`config.mk`:
```
export PLATFORM = sky130hd
export DESIGN_NAME = pmpl_port
export DESIGN_NICKNAME = d
export VERILOG_FILES = /design/src/pmpl_pkg.sv /design/src/pmpl_sync.sv /design/src/pmpl_port.sv
export SDC_FILE = /design/constraint.sdc
export NUM_CORES = 1
export LEC_CHECK = 0
export BUFFER_PORTS_ARGS = -buffer_cell sky130_fd_sc_hd__buf_2
export CORE_MARGIN = 10
export CORE_UTILIZATION = 35
export DETAILED_ROUTE_END_ITERATION = 16
export GPL_TIMING_DRIVEN = 0
export PLACE_DENSITY_LB_ADDON = 0.1
export SKIP_LAST_GASP = 1
export SLEW_MARGIN = 0
export SYNTH_ARGS = -nofsm -noshare
export SYNTH_HDL_FRONTEND = slang
export SYNTH_SLANG_ARGS = --single-unit
```
`constraint.sdc`:
```
create_clock -name pclk -period 2.6 [get_ports pclk]
set_input_delay 0.52 -clock pclk [delete_from_list [all_inputs] [get_ports pclk]]
set_output_delay 0.52 -clock pclk [all_outputs]
set_load 0.01 [all_outputs]
```
`src/pmpl_pkg.sv`:
```
package pmpl_pkg;
	// System clock and the two MII clock rates
	localparam int SYS_HZ = 100_000_000;
	localparam int MII_FAST_HZ = 25_000_000;
	localparam int MII_SLOW_HZ = 2_500_000;
	localparam logic [4:0] HALF_FAST = 5'(SYS_HZ / (2 * MII_FAST_HZ));
	localparam logic [4:0] HALF_SLOW = 5'(SYS_HZ / (2 * MII_SLOW_HZ));

	// APB register byte addresses
	localparam int ADDR_W = 12;
	localparam logic [11:0] ADDR_CTRL = 12'h000;
	localparam logic [11:0] ADDR_PCFG = 12'h004;
	localparam logic [11:0] ADDR_XCFG = 12'h008;
	localparam logic [11:0] ADDR_STAT = 12'h00c;

	// Control register fields
	localparam int CTRL_LOOP_BIT = 14;
	localparam int CTRL_SPEED_BIT = 13;
	localparam int CTRL_ANEN_BIT = 12;
	localparam int CTRL_FULL_BIT = 8;
	localparam logic [15:0] CTRL_RST = 16'h3000;

	// Port configuration fields
	localparam int PCFG_FIBER_BIT = 0;
	localparam int PCFG_LBDIS_BIT = 8;
	localparam logic [15:0] PCFG_RST = 16'h0000;

	// Crossover field at bits 9:8
	localparam int XCFG_LSB = 8;
	localparam logic [1:0] XMODE_MDI = 2'h0;
	localparam logic [1:0] XMODE_MDIX = 2'h1;
	localparam logic [1:0] XMODE_AUTO = 2'h2;
	localparam logic [15:0] XCFG_RST = 16'h0200;

	// Status register bits
	localparam int STAT_CRS_BIT = 0;
	localparam int STAT_COL_BIT = 1;
	localparam int STAT_DV_BIT = 2;
	localparam int STAT_TLB_BIT = 3;
	localparam int STAT_OLB_BIT = 4;
	localparam int STAT_CROSS_BIT = 5;
	localparam int STAT_FAST_BIT = 6;
	localparam int STAT_FULL_BIT = 7;

	// Symbol classes from the line decoder
	localparam logic [2:0] KIND_IDLE = 3'h0;
	localparam logic [2:0] KIND_SSD = 3'h1;
	localparam logic [2:0] KIND_ESD = 3'h2;
	localparam logic [2:0] KIND_DATA = 3'h3;
	localparam logic [2:0] KIND_BAD = 3'h4;
	localparam logic [2:0] KIND_PRE = 3'h5;
	localparam logic [2:0] KIND_EOF = 3'h6;

	localparam logic [3:0] NIB_ERR = 4'he;

	// Strap capture: synchroniser depth plus one
	localparam logic [1:0] STRAP_DONE = 2'h3;
	localparam logic [6:0] SYNC_RST = 7'h40;
endpackage

```
`src/pmpl_sync.sv`:
```
`timescale 1ns/100ps
module pmpl_sync #(
	parameter int W = 1,
	parameter logic [W-1:0] RST = '0
) (
	input wire logic clk, // Sampling clock
	input wire logic rst_n, // Async reset, active low
	input wire logic [W-1:0] d, // Asynchronous inputs
	output logic [W-1:0] q // Synchronised outputs
);
	typedef struct packed {
		logic [W-1:0] s1;
		logic [W-1:0] s2;
	} pmpl_sync_t;

	pmpl_sync_t s_r;
	pmpl_sync_t s_nxt;

	always_comb begin
		s_nxt.s1 = d;
		s_nxt.s2 = s_r.s1;
	end

	always_ff @(posedge clk or negedge rst_n) begin
		if (!rst_n) begin
			s_r <= {RST, RST};
		end else begin
			s_r <= s_nxt;
		end
	end

	assign q = s_r.s2;
endmodule

```
`src/pmpl_port.sv`:
```
`timescale 1ns/100ps
// Summary of operation
// - Two-bit crossover field is writable; automatic crossover is the reset default.
// - Fiber bit is set when the media select pin is low after reset.
// - Software may write the fiber bit to one, selecting fiber operation.
// - Both MII clocks are sourced here: 25 MHz fast, 2.5 MHz slow.
// - Transmit data and controls are sampled on each transmit clock rise.
// - Data crosses the MII as 4-bit nibbles both ways.
// - Fast links hold receive valid from first preamble nibble to last nibble.
// - Slow links drop the preamble; receive valid starts at the SFD.
// - Carrier follows receive always, transmit only in half-duplex.
// - Fast links raise carrier on J/K and drop it on T/R.
// - Idle without T/R drops carrier and pulses receive error one clock.
// - Slow links raise carrier on valid preamble, drop it at end-of-frame.
// - Invalid fast symbol while carrier is up raises receive error and presents nibble 1110.
// - Transmit error makes the line send H symbols instead of data.
// - Collision only in half-duplex when transmit and receive overlap.
// - Slow half-duplex echoes transmit data unless loopback-disable is set.
// - Test loopback disables the line and returns transmit data to receive.
// - Test loopback needs loopback one, full-duplex one, autoneg zero.
module pmpl_port
	import pmpl_pkg::*;
(
	input wire logic pclk, // System clock, 100 MHz
	input wire logic presetn, // Async reset, active low
	input wire logic psel, // APB select
	input wire logic penable, // APB enable
	input wire logic pwrite, // APB write
	input wire logic [pmpl_pkg::ADDR_W-1:0] paddr, // APB byte address
	input wire logic [31:0] pwdata, // APB write data
	output logic [31:0] prdata, // APB read data
	output logic pready, // APB ready
	output logic pslverr, // APB error on unmapped address
	input wire logic media_select_pin, // Strap: high copper, low fiber
	input wire logic an_fast, // Negotiated 100 Mbps
	input wire logic an_full, // Negotiated full-duplex
	input wire logic cross_hint, // Auto crossover wants swap
	output logic mii_tx_clk, // Transmit clock to MAC
	output logic mii_rx_clk, // Receive clock to MAC
	input wire logic [3:0] mii_txd, // Transmit nibble from MAC
	input wire logic mii_tx_en, // Transmit enable from MAC
	input wire logic mii_tx_er, // Transmit error from MAC
	output logic [3:0] mii_rxd, // Receive nibble to MAC
	output logic mii_rx_dv, // Receive data valid
	output logic mii_rx_er, // Receive error
	output logic mii_crs, // Carrier sense
	output logic mii_col, // Collision
	input wire logic [2:0] line_rx_kind, // Decoded symbol class
	input wire logic [3:0] line_rx_nib, // Decoded receive nibble
	output logic [3:0] line_txd, // Nibble to encoder
	output logic line_tx_en, // Encoder transmit enable
	output logic line_tx_halt, // Encoder sends H symbols
	output logic line_disable, // Line interfaces disabled
	output logic line_fiber, // Fiber media selected
	output logic line_crossed // Pairs swapped
);
	import pmpl_pkg::*;

	typedef struct packed {
		logic [15:0] ctrl;
		logic [15:0] pcfg;
		logic [15:0] xcfg;
		logic [4:0] div_cnt;
		logic [4:0] div_half;
		logic mii_clk;
		logic [1:0] strap_cnt;
		logic rx_crs;
		logic rx_dv;
		logic rx_er;
		logic [3:0] rxd;
		logic tx_en;
		logic tx_er;
		logic [3:0] txd;
		logic [3:0] ltxd;
		logic ltx_en;
		logic ltx_halt;
		logic crossed;
		logic [31:0] rdata;
	} pmpl_state_t;

	pmpl_state_t s_r;
	pmpl_state_t s_nxt;

	logic [6:0] sync_q;
	logic [3:0] txd_s;
	logic tx_en_s;
	logic tx_er_s;
	logic media_s;
	logic fast;
	logic full;
	logic test_lb;
	logic op_lb;
	logic [4:0] half;
	logic rise;
	logic wr_hit;

	function automatic logic is_mapped(input logic [ADDR_W-1:0] a);
		return (a == ADDR_CTRL) || (a == ADDR_PCFG) ||
			(a == ADDR_XCFG) || (a == ADDR_STAT);
	endfunction

	// Pins from the MAC and the strap come from outside this clock
	pmpl_sync #(
		.W(7),
		.RST(SYNC_RST)
	) u_sync (
		.clk(pclk),
		.rst_n(presetn),
		.d({media_select_pin, mii_tx_er, mii_tx_en, mii_txd}),
		.q(sync_q)
	);

	assign txd_s = sync_q[3:0];
	assign tx_en_s = sync_q[4];
	assign tx_er_s = sync_q[5];
	assign media_s = sync_q[6];

	// Fiber runs only at 100 Mbps
	assign fast = s_r.pcfg[PCFG_FIBER_BIT] |
		(s_r.ctrl[CTRL_ANEN_BIT] ? an_fast : s_r.ctrl[CTRL_SPEED_BIT]);
	assign full = s_r.ctrl[CTRL_ANEN_BIT] ? an_full : s_r.ctrl[CTRL_FULL_BIT];
	assign test_lb = s_r.ctrl[CTRL_LOOP_BIT] & s_r.ctrl[CTRL_FULL_BIT] &
		~s_r.ctrl[CTRL_ANEN_BIT];
	assign op_lb = ~fast & ~full & ~s_r.pcfg[PCFG_LBDIS_BIT] &
		~test_lb;
	assign half = fast ? HALF_FAST : HALF_SLOW;
	// Both MII clocks rise together; this marks the rising edge
	assign rise = (s_r.div_cnt >= s_r.div_half - 5'h1) & ~s_r.mii_clk;
	assign wr_hit = psel & penable & pwrite;

	always_comb begin
		s_nxt = s_r;

		// Divider; a new rate is taken only at a clock edge, so a
		// speed change never cuts a phase of the MII clocks short
		if (s_r.div_cnt >= s_r.div_half - 5'h1) begin
			s_nxt.div_cnt = 5'h0;
			s_nxt.div_half = half;
			s_nxt.mii_clk = ~s_r.mii_clk;
		end else begin
			s_nxt.div_cnt = s_r.div_cnt + 5'h1;
		end

		// APB read data captured in setup so it comes from a flop
		if (psel && !penable) begin
			case (paddr)
			ADDR_CTRL: s_nxt.rdata = {16'h0000, s_r.ctrl};
			ADDR_PCFG: s_nxt.rdata = {16'h0000, s_r.pcfg};
			ADDR_XCFG: s_nxt.rdata = {16'h0000, s_r.xcfg};
			ADDR_STAT: begin
				s_nxt.rdata = 32'h0000_0000;
				s_nxt.rdata[STAT_CRS_BIT] = mii_crs;
				s_nxt.rdata[STAT_COL_BIT] = mii_col;
				s_nxt.rdata[STAT_DV_BIT] = s_r.rx_dv;
				s_nxt.rdata[STAT_TLB_BIT] = test_lb;
				s_nxt.rdata[STAT_OLB_BIT] = op_lb;
				s_nxt.rdata[STAT_CROSS_BIT] = s_r.crossed;
				s_nxt.rdata[STAT_FAST_BIT] = fast;
				s_nxt.rdata[STAT_FULL_BIT] = full;
			end
			default: s_nxt.rdata = 32'h0000_0000;
			endcase
		end

		if (wr_hit && is_mapped(paddr)) begin
			case (paddr)
			ADDR_CTRL: s_nxt.ctrl = pwdata[15:0];
			ADDR_PCFG: s_nxt.pcfg = pwdata[15:0];
			ADDR_XCFG: begin
				s_nxt.xcfg = 16'h0000;
				s_nxt.xcfg[XCFG_LSB+:2] = pwdata[XCFG_LSB+:2];
			end
			default: s_nxt.xcfg = s_r.xcfg;
			endcase
		end

		// Strap is valid once the synchroniser has refilled after reset
		if (s_r.strap_cnt != STRAP_DONE) begin
			s_nxt.strap_cnt = s_r.strap_cnt + 2'h1;
			if (s_r.strap_cnt == STRAP_DONE - 2'h1 && !media_s) begin
				s_nxt.pcfg[PCFG_FIBER_BIT] = 1'b1;
			end
		end

		case (s_r.xcfg[XCFG_LSB+:2])
		XMODE_MDI: s_nxt.crossed = 1'b0;
		XMODE_MDIX: s_nxt.crossed = 1'b1;
		XMODE_AUTO: s_nxt.crossed = cross_hint;
		default: s_nxt.crossed = s_r.crossed;
		endcase

		if (rise) begin
			// MAC launched these on the previous rise; now stable
			s_nxt.txd = txd_s;
			s_nxt.tx_en = tx_en_s;
			s_nxt.tx_er = tx_er_s;

			if (test_lb) begin
				s_nxt.ltx_en = 1'b0;
				s_nxt.ltx_halt = 1'b0;
				s_nxt.ltxd = 4'h0;
			end else begin
				s_nxt.ltx_en = s_r.tx_en;
				s_nxt.ltxd = s_r.txd;
				s_nxt.ltx_halt = s_r.tx_en & s_r.tx_er;
			end

			s_nxt.rx_er = 1'b0;
			if (test_lb) begin
				s_nxt.rx_crs = s_r.tx_en;
				s_nxt.rx_dv = s_r.tx_en;
				s_nxt.rxd = s_r.txd;
				s_nxt.rx_er = s_r.tx_en & s_r.tx_er;
			end else if (op_lb && !s_r.rx_crs &&
				line_rx_kind != KIND_PRE) begin
				// Line receive takes priority over the echo
				s_nxt.rx_dv = s_r.tx_en;
				s_nxt.rxd = s_r.txd;
			end else if (fast) begin
				case (line_rx_kind)
				KIND_SSD: begin
					s_nxt.rx_crs = 1'b1;
					s_nxt.rx_dv = 1'b1;
					s_nxt.rxd = line_rx_nib;
				end
				KIND_ESD: begin
					s_nxt.rx_crs = 1'b0;
					s_nxt.rx_dv = 1'b0;
				end
				KIND_IDLE: begin
					s_nxt.rx_er = s_r.rx_crs;
					s_nxt.rx_crs = 1'b0;
					s_nxt.rx_dv = 1'b0;
				end
				KIND_DATA: begin
					s_nxt.rx_dv = s_r.rx_crs;
					s_nxt.rxd = line_rx_nib;
				end
				KIND_BAD: begin
					if (s_r.rx_crs) begin
						s_nxt.rx_er = 1'b1;
						s_nxt.rxd = NIB_ERR;
					end
				end
				default: begin
					s_nxt.rx_dv = s_r.rx_dv & s_r.rx_crs;
				end
				endcase
			end else begin
				case (line_rx_kind)
				KIND_PRE: begin
					s_nxt.rx_crs = 1'b1;
					s_nxt.rx_dv = 1'b0;
				end
				KIND_DATA: begin
					s_nxt.rx_dv = s_r.rx_crs;
					s_nxt.rxd = line_rx_nib;
				end
				KIND_EOF: begin
					s_nxt.rx_crs = 1'b0;
					s_nxt.rx_dv = 1'b0;
				end
				default: begin
					s_nxt.rx_dv = s_r.rx_dv & s_r.rx_crs;
				end
				endcase
			end
			if (!s_nxt.rx_dv && !s_nxt.rx_er) begin
				s_nxt.rxd = 4'h0;
			end
		end
	end

	always_ff @(posedge pclk or negedge presetn) begin
		if (!presetn) begin
			s_r <= '0;
			s_r.ctrl <= CTRL_RST;
			s_r.pcfg <= PCFG_RST;
			s_r.xcfg <= XCFG_RST;
			s_r.div_half <= HALF_FAST;
		end else begin
			s_r <= s_nxt;
		end
	end

	// Zero wait states
	assign pready = 1'b1;
	assign prdata = s_r.rdata;
	assign pslverr = psel & penable & ~is_mapped(paddr);

	assign mii_tx_clk = s_r.mii_clk;
	assign mii_rx_clk = s_r.mii_clk;
	assign mii_rxd = s_r.rxd;
	assign mii_rx_dv = s_r.rx_dv;
	assign mii_rx_er = s_r.rx_er;
	// Its flops move only at the MII clock rise; a duplex change can still move it on any pclk edge
	assign mii_crs = s_r.rx_crs | (s_r.tx_en & ~full);
	assign mii_col = s_r.rx_crs & s_r.tx_en & ~full & ~test_lb;
	assign line_txd = s_r.ltxd;
	// Gated at once so entering test loopback never leaks a nibble
	assign line_tx_en = s_r.ltx_en & ~test_lb;
	assign line_tx_halt = s_r.ltx_halt & ~test_lb;
	assign line_disable = test_lb;
	assign line_fiber = s_r.pcfg[PCFG_FIBER_BIT];
	assign line_crossed = s_r.crossed;
endmodule

```
==> results.sh <==
export IMPL_worst_setup_path_type="in -> reg"
export IMPL_post_cts_buffers=0
export IMPL_cts_sinks=94
export IMPL_finalSetupViolCount=0
export IMPL_hold_viol=0
export IMPL_power_density_nw_per_um2=771.0
export IMPL_required_ps=2830
export IMPL_die_area_um2=18340
export IMPL_dp_slack_ps=-300.3
export IMPL_grt_pass1_vias=3458
export IMPL_rows=42
export IMPL_critPathMaxStageDelay_ps=760
export IMPL_cts_tree="done"
export IMPL_multi_input_area_um2=1914
export IMPL_maxSlewHeadroom=0.5086
export IMPL_slew_violations=0
export IMPL_timing_hold_ws_ps=146.6
export IMPL_clk_pin_slew_ps=70
export IMPL_ys_flop_type="dfrtp_1"
export IMPL_yosysTopAreaCell="dfrtp_1"
export IMPL_num_vias=3377
export IMPL_synthToLayoutAreaGrowth_pct=22.79
export IMPL_wire_per_inst_um=15.63
export IMPL_die_w_um=135.4
export IMPL_final_antenna_net_count=0
export IMPL_path_depth=6
export IMPL_power_leakage_nw=2.844
export IMPL_crit_slowest_cell="nor4b_4"
export IMPL_final_core_util=0.4357
export IMPL_path_buf_inv=2
export IMPL_yosysWarnings=0
export IMPL_critPathArrivalTime_ps=2680
export IMPL_synth_area_um2=4662
export IMPL_synth_edf_count=0
export IMPL_ys_seq_elements=94
export IMPL_crit_fanout=10
export IMPL_htree_levels=3
export IMPL_min_path_type="in -> async"
export IMPL_drc=0
export IMPL_finClkSkew_ps=5.754
export IMPL_period_needed_ps=2448
export IMPL_routed_wl_mm=11.14
export IMPL_max_cap_viol_count=0
export IMPL_synth_async_reset_ratio=1.000
export IMPL_grt_use_total=0.1247
export IMPL_antenna_found_initial=0
export IMPL_grt_pass1_wl_mm=18.08
export IMPL_core_um2=13140
export IMPL_drt_iter0_drc=130
export IMPL_rsz0062_at_grt="no"
export IMPL_cp_end_kind="flip-flop"
export IMPL_yosys_area_top_type_share=0.4724
export IMPL_postSynthAreaPerCell_um2=11.07
export IMPL_worst_pin_slew_ps=734.0
export IMPL_cts_root_buf="clkbuf_16"
export IMPL_synth_cells=421
export IMPL_crit_family="simple AND/OR/NAND/NOR gates"
export IMPL_synth_commonest_cells="dfrtp_1, nand2_1, buf_4, mux2_2, o21ai_0"
export IMPL_cp_start_kind="primary input"
export IMPL_overflow=0
export IMPL_numCtsBuffers=9
export IMPL_regArea_um2=2360
export IMPL_port_buffers=84
export IMPL_firstDrtPassIters=4
export IMPL_fin_crit_sh=0.9414
export IMPL_fp_dieH_um=135.4
export IMPL_grt_max_degree=59
export IMPL_yosysMostFrequentCell="dfrtp_1"
export IMPL_finalWorstSetupSlack_ps=152.3
export IMPL_gp_routability_congestion=0.7654
export IMPL_highest_layer="met4"
export IMPL_clk_path_buf_depth=2
export IMPL_wl_met2_mm=5.263
export IMPL_clkLatencyLatePin_ps=340
export IMPL_fillCellCount=1339
export IMPL_ioPinCount=119
export IMPL_reg2reg_depth=8
export IMPL_fmax_ghz=0.4085
export IMPL_synthTopCellsByArea="dfrtp_1, mux2_2, buf_4"
export IMPL_drive_gt1_frac=0.3929
export IMPL_ys_types=59
export IMPL_yosysSeqAreaShare=0.5062
export IMPL_antenna_cells=0
export IMPL_via_per_inst=4.736
export IMPL_fin_nets=610
export IMPL_initial_utilization=0.3549
export IMPL_hold_buffers=0
export IMPL_crit_chain="buf_2 > nor4_1 > nand3_1 > nor4b_4 > buf_6 > mux2_2"
export IMPL_met1_length_mm=5.008
export IMPL_status="completed"
export IMPL_dp_hpwl_mm=8.343
export IMPL_wl_met3_um=740
export IMPL_vdd_drop_max_v=0.0003304
==> kinds of logic after synthesis <==
family          Yosys count  synth area share
simple gates            114            0.1304
flops                    94            0.5062
compound gates           74           0.09904
buf+inv                  68           0.09742
mux                      52            0.1237
fa+ha+maj                12           0.03221
xor+xnor                  5          0.009395
other cells               2          0.001611
==> path summary, 6_finish.rpt <==
kind | endpoint | slack [ps] | from
max | s_r[91] | 150 | paddr[1]
min | s_r[64] | 150 | presetn
max reg2reg | s_r[51] | 190 | s_r[56]
min reg2reg | u_sync.q[5] | 350 | u_sync.s_nxt[5]
max in group asynchronous | s_r[74] | 1750 | presetn
min in group pclk | u_sync.s_nxt[6] | 270 | media_select_pin
==> metrics by stage <==
step	power [mW]	std cells	setup TNS (ps)	instance area, um2
after floorplan	2.604	436	0	4718
after global placement	2.987	696	-4271	5359
after detailed placement	3.018	697	-5948	5389
after CTS	4.483	713	0	5720
after global routing	4.689	713	0	5724
final	4.414	713	0	5724
==> per-layer routing <==
metal	track usage	vias up
met3	0.04674	9
met4	0.03349	0
met1	0.1541	1636
li1	-	1643
met2	0.1999	89
met5	0	-
==> final cells by class <==
class / instances / share of cell area
sequential: 94 / 0.4122
multi-input combinational: 274 / 0.3344
timing repair buffer: 85 / 0.07869
buffer: 57 / 0.07257
clock buffer: 10 / 0.04000
tap: 176 / 0.03847
clock inverter: 6 / 0.01639
inverter: 11 / 0.007213
==> power breakdown <==
part	internal, mW	switching (mW)	total, mW
combinational	0.566	0.593	1.16
clock	0.854	0.585	1.44
sequential	1.66	0.161	1.82
==> cells in the final DEF, fill, tap and decap left out, types with 3 or more instances in the layout <==
| master | synthesis | final |
|---|---|---|
| xor2_1 | 3 | 3 |
| buf_4 | 43 | 44 |
| nand3b_1 | 6 | 6 |
| clkbuf_16 | 0 | 9 |
| dfrtp_1 | 88 | 88 |
| dfstp_2 | 6 | 6 |
| conb_1 | 2 | 17 |
| inv_1 | 11 | 11 |
| o21ai_0 | 32 | 31 |
| buf_2 | 0 | 83 |
| clkbuf_1 | 7 | 6 |
| mux2i_1 | 10 | 10 |
| nand3_1 | 11 | 11 |
| o31ai_1 | 5 | 5 |
| a21oi_1 | 8 | 8 |
| nand2_1 | 45 | 44 |
| a22oi_1 | 12 | 12 |
| or4_1 | 4 | 4 |
| ha_1 | 12 | 12 |
| mux2_2 | 40 | 40 |
| nor2_1 | 22 | 21 |
| nor4_1 | 3 | 3 |
==> flip-flops by register name, summed over array words and instances, names as in the netlist <==
signal,count
prdata,16
line_fiber,1
line_txd,4
mii_rx_er,1
s_r,51
mii_rx_clk,1
mii_rxd,4
u_sync.s_nxt,7
line_crossed,1
mii_rx_dv,1
u_sync.q,7
==> what timing repair did <==
action,CTS,global route
gates resized for setup,3,4
setup endpoints to repair,15,20
cloned,0,0
pin swaps,0,2
Power figures use the tool's default switching activity.
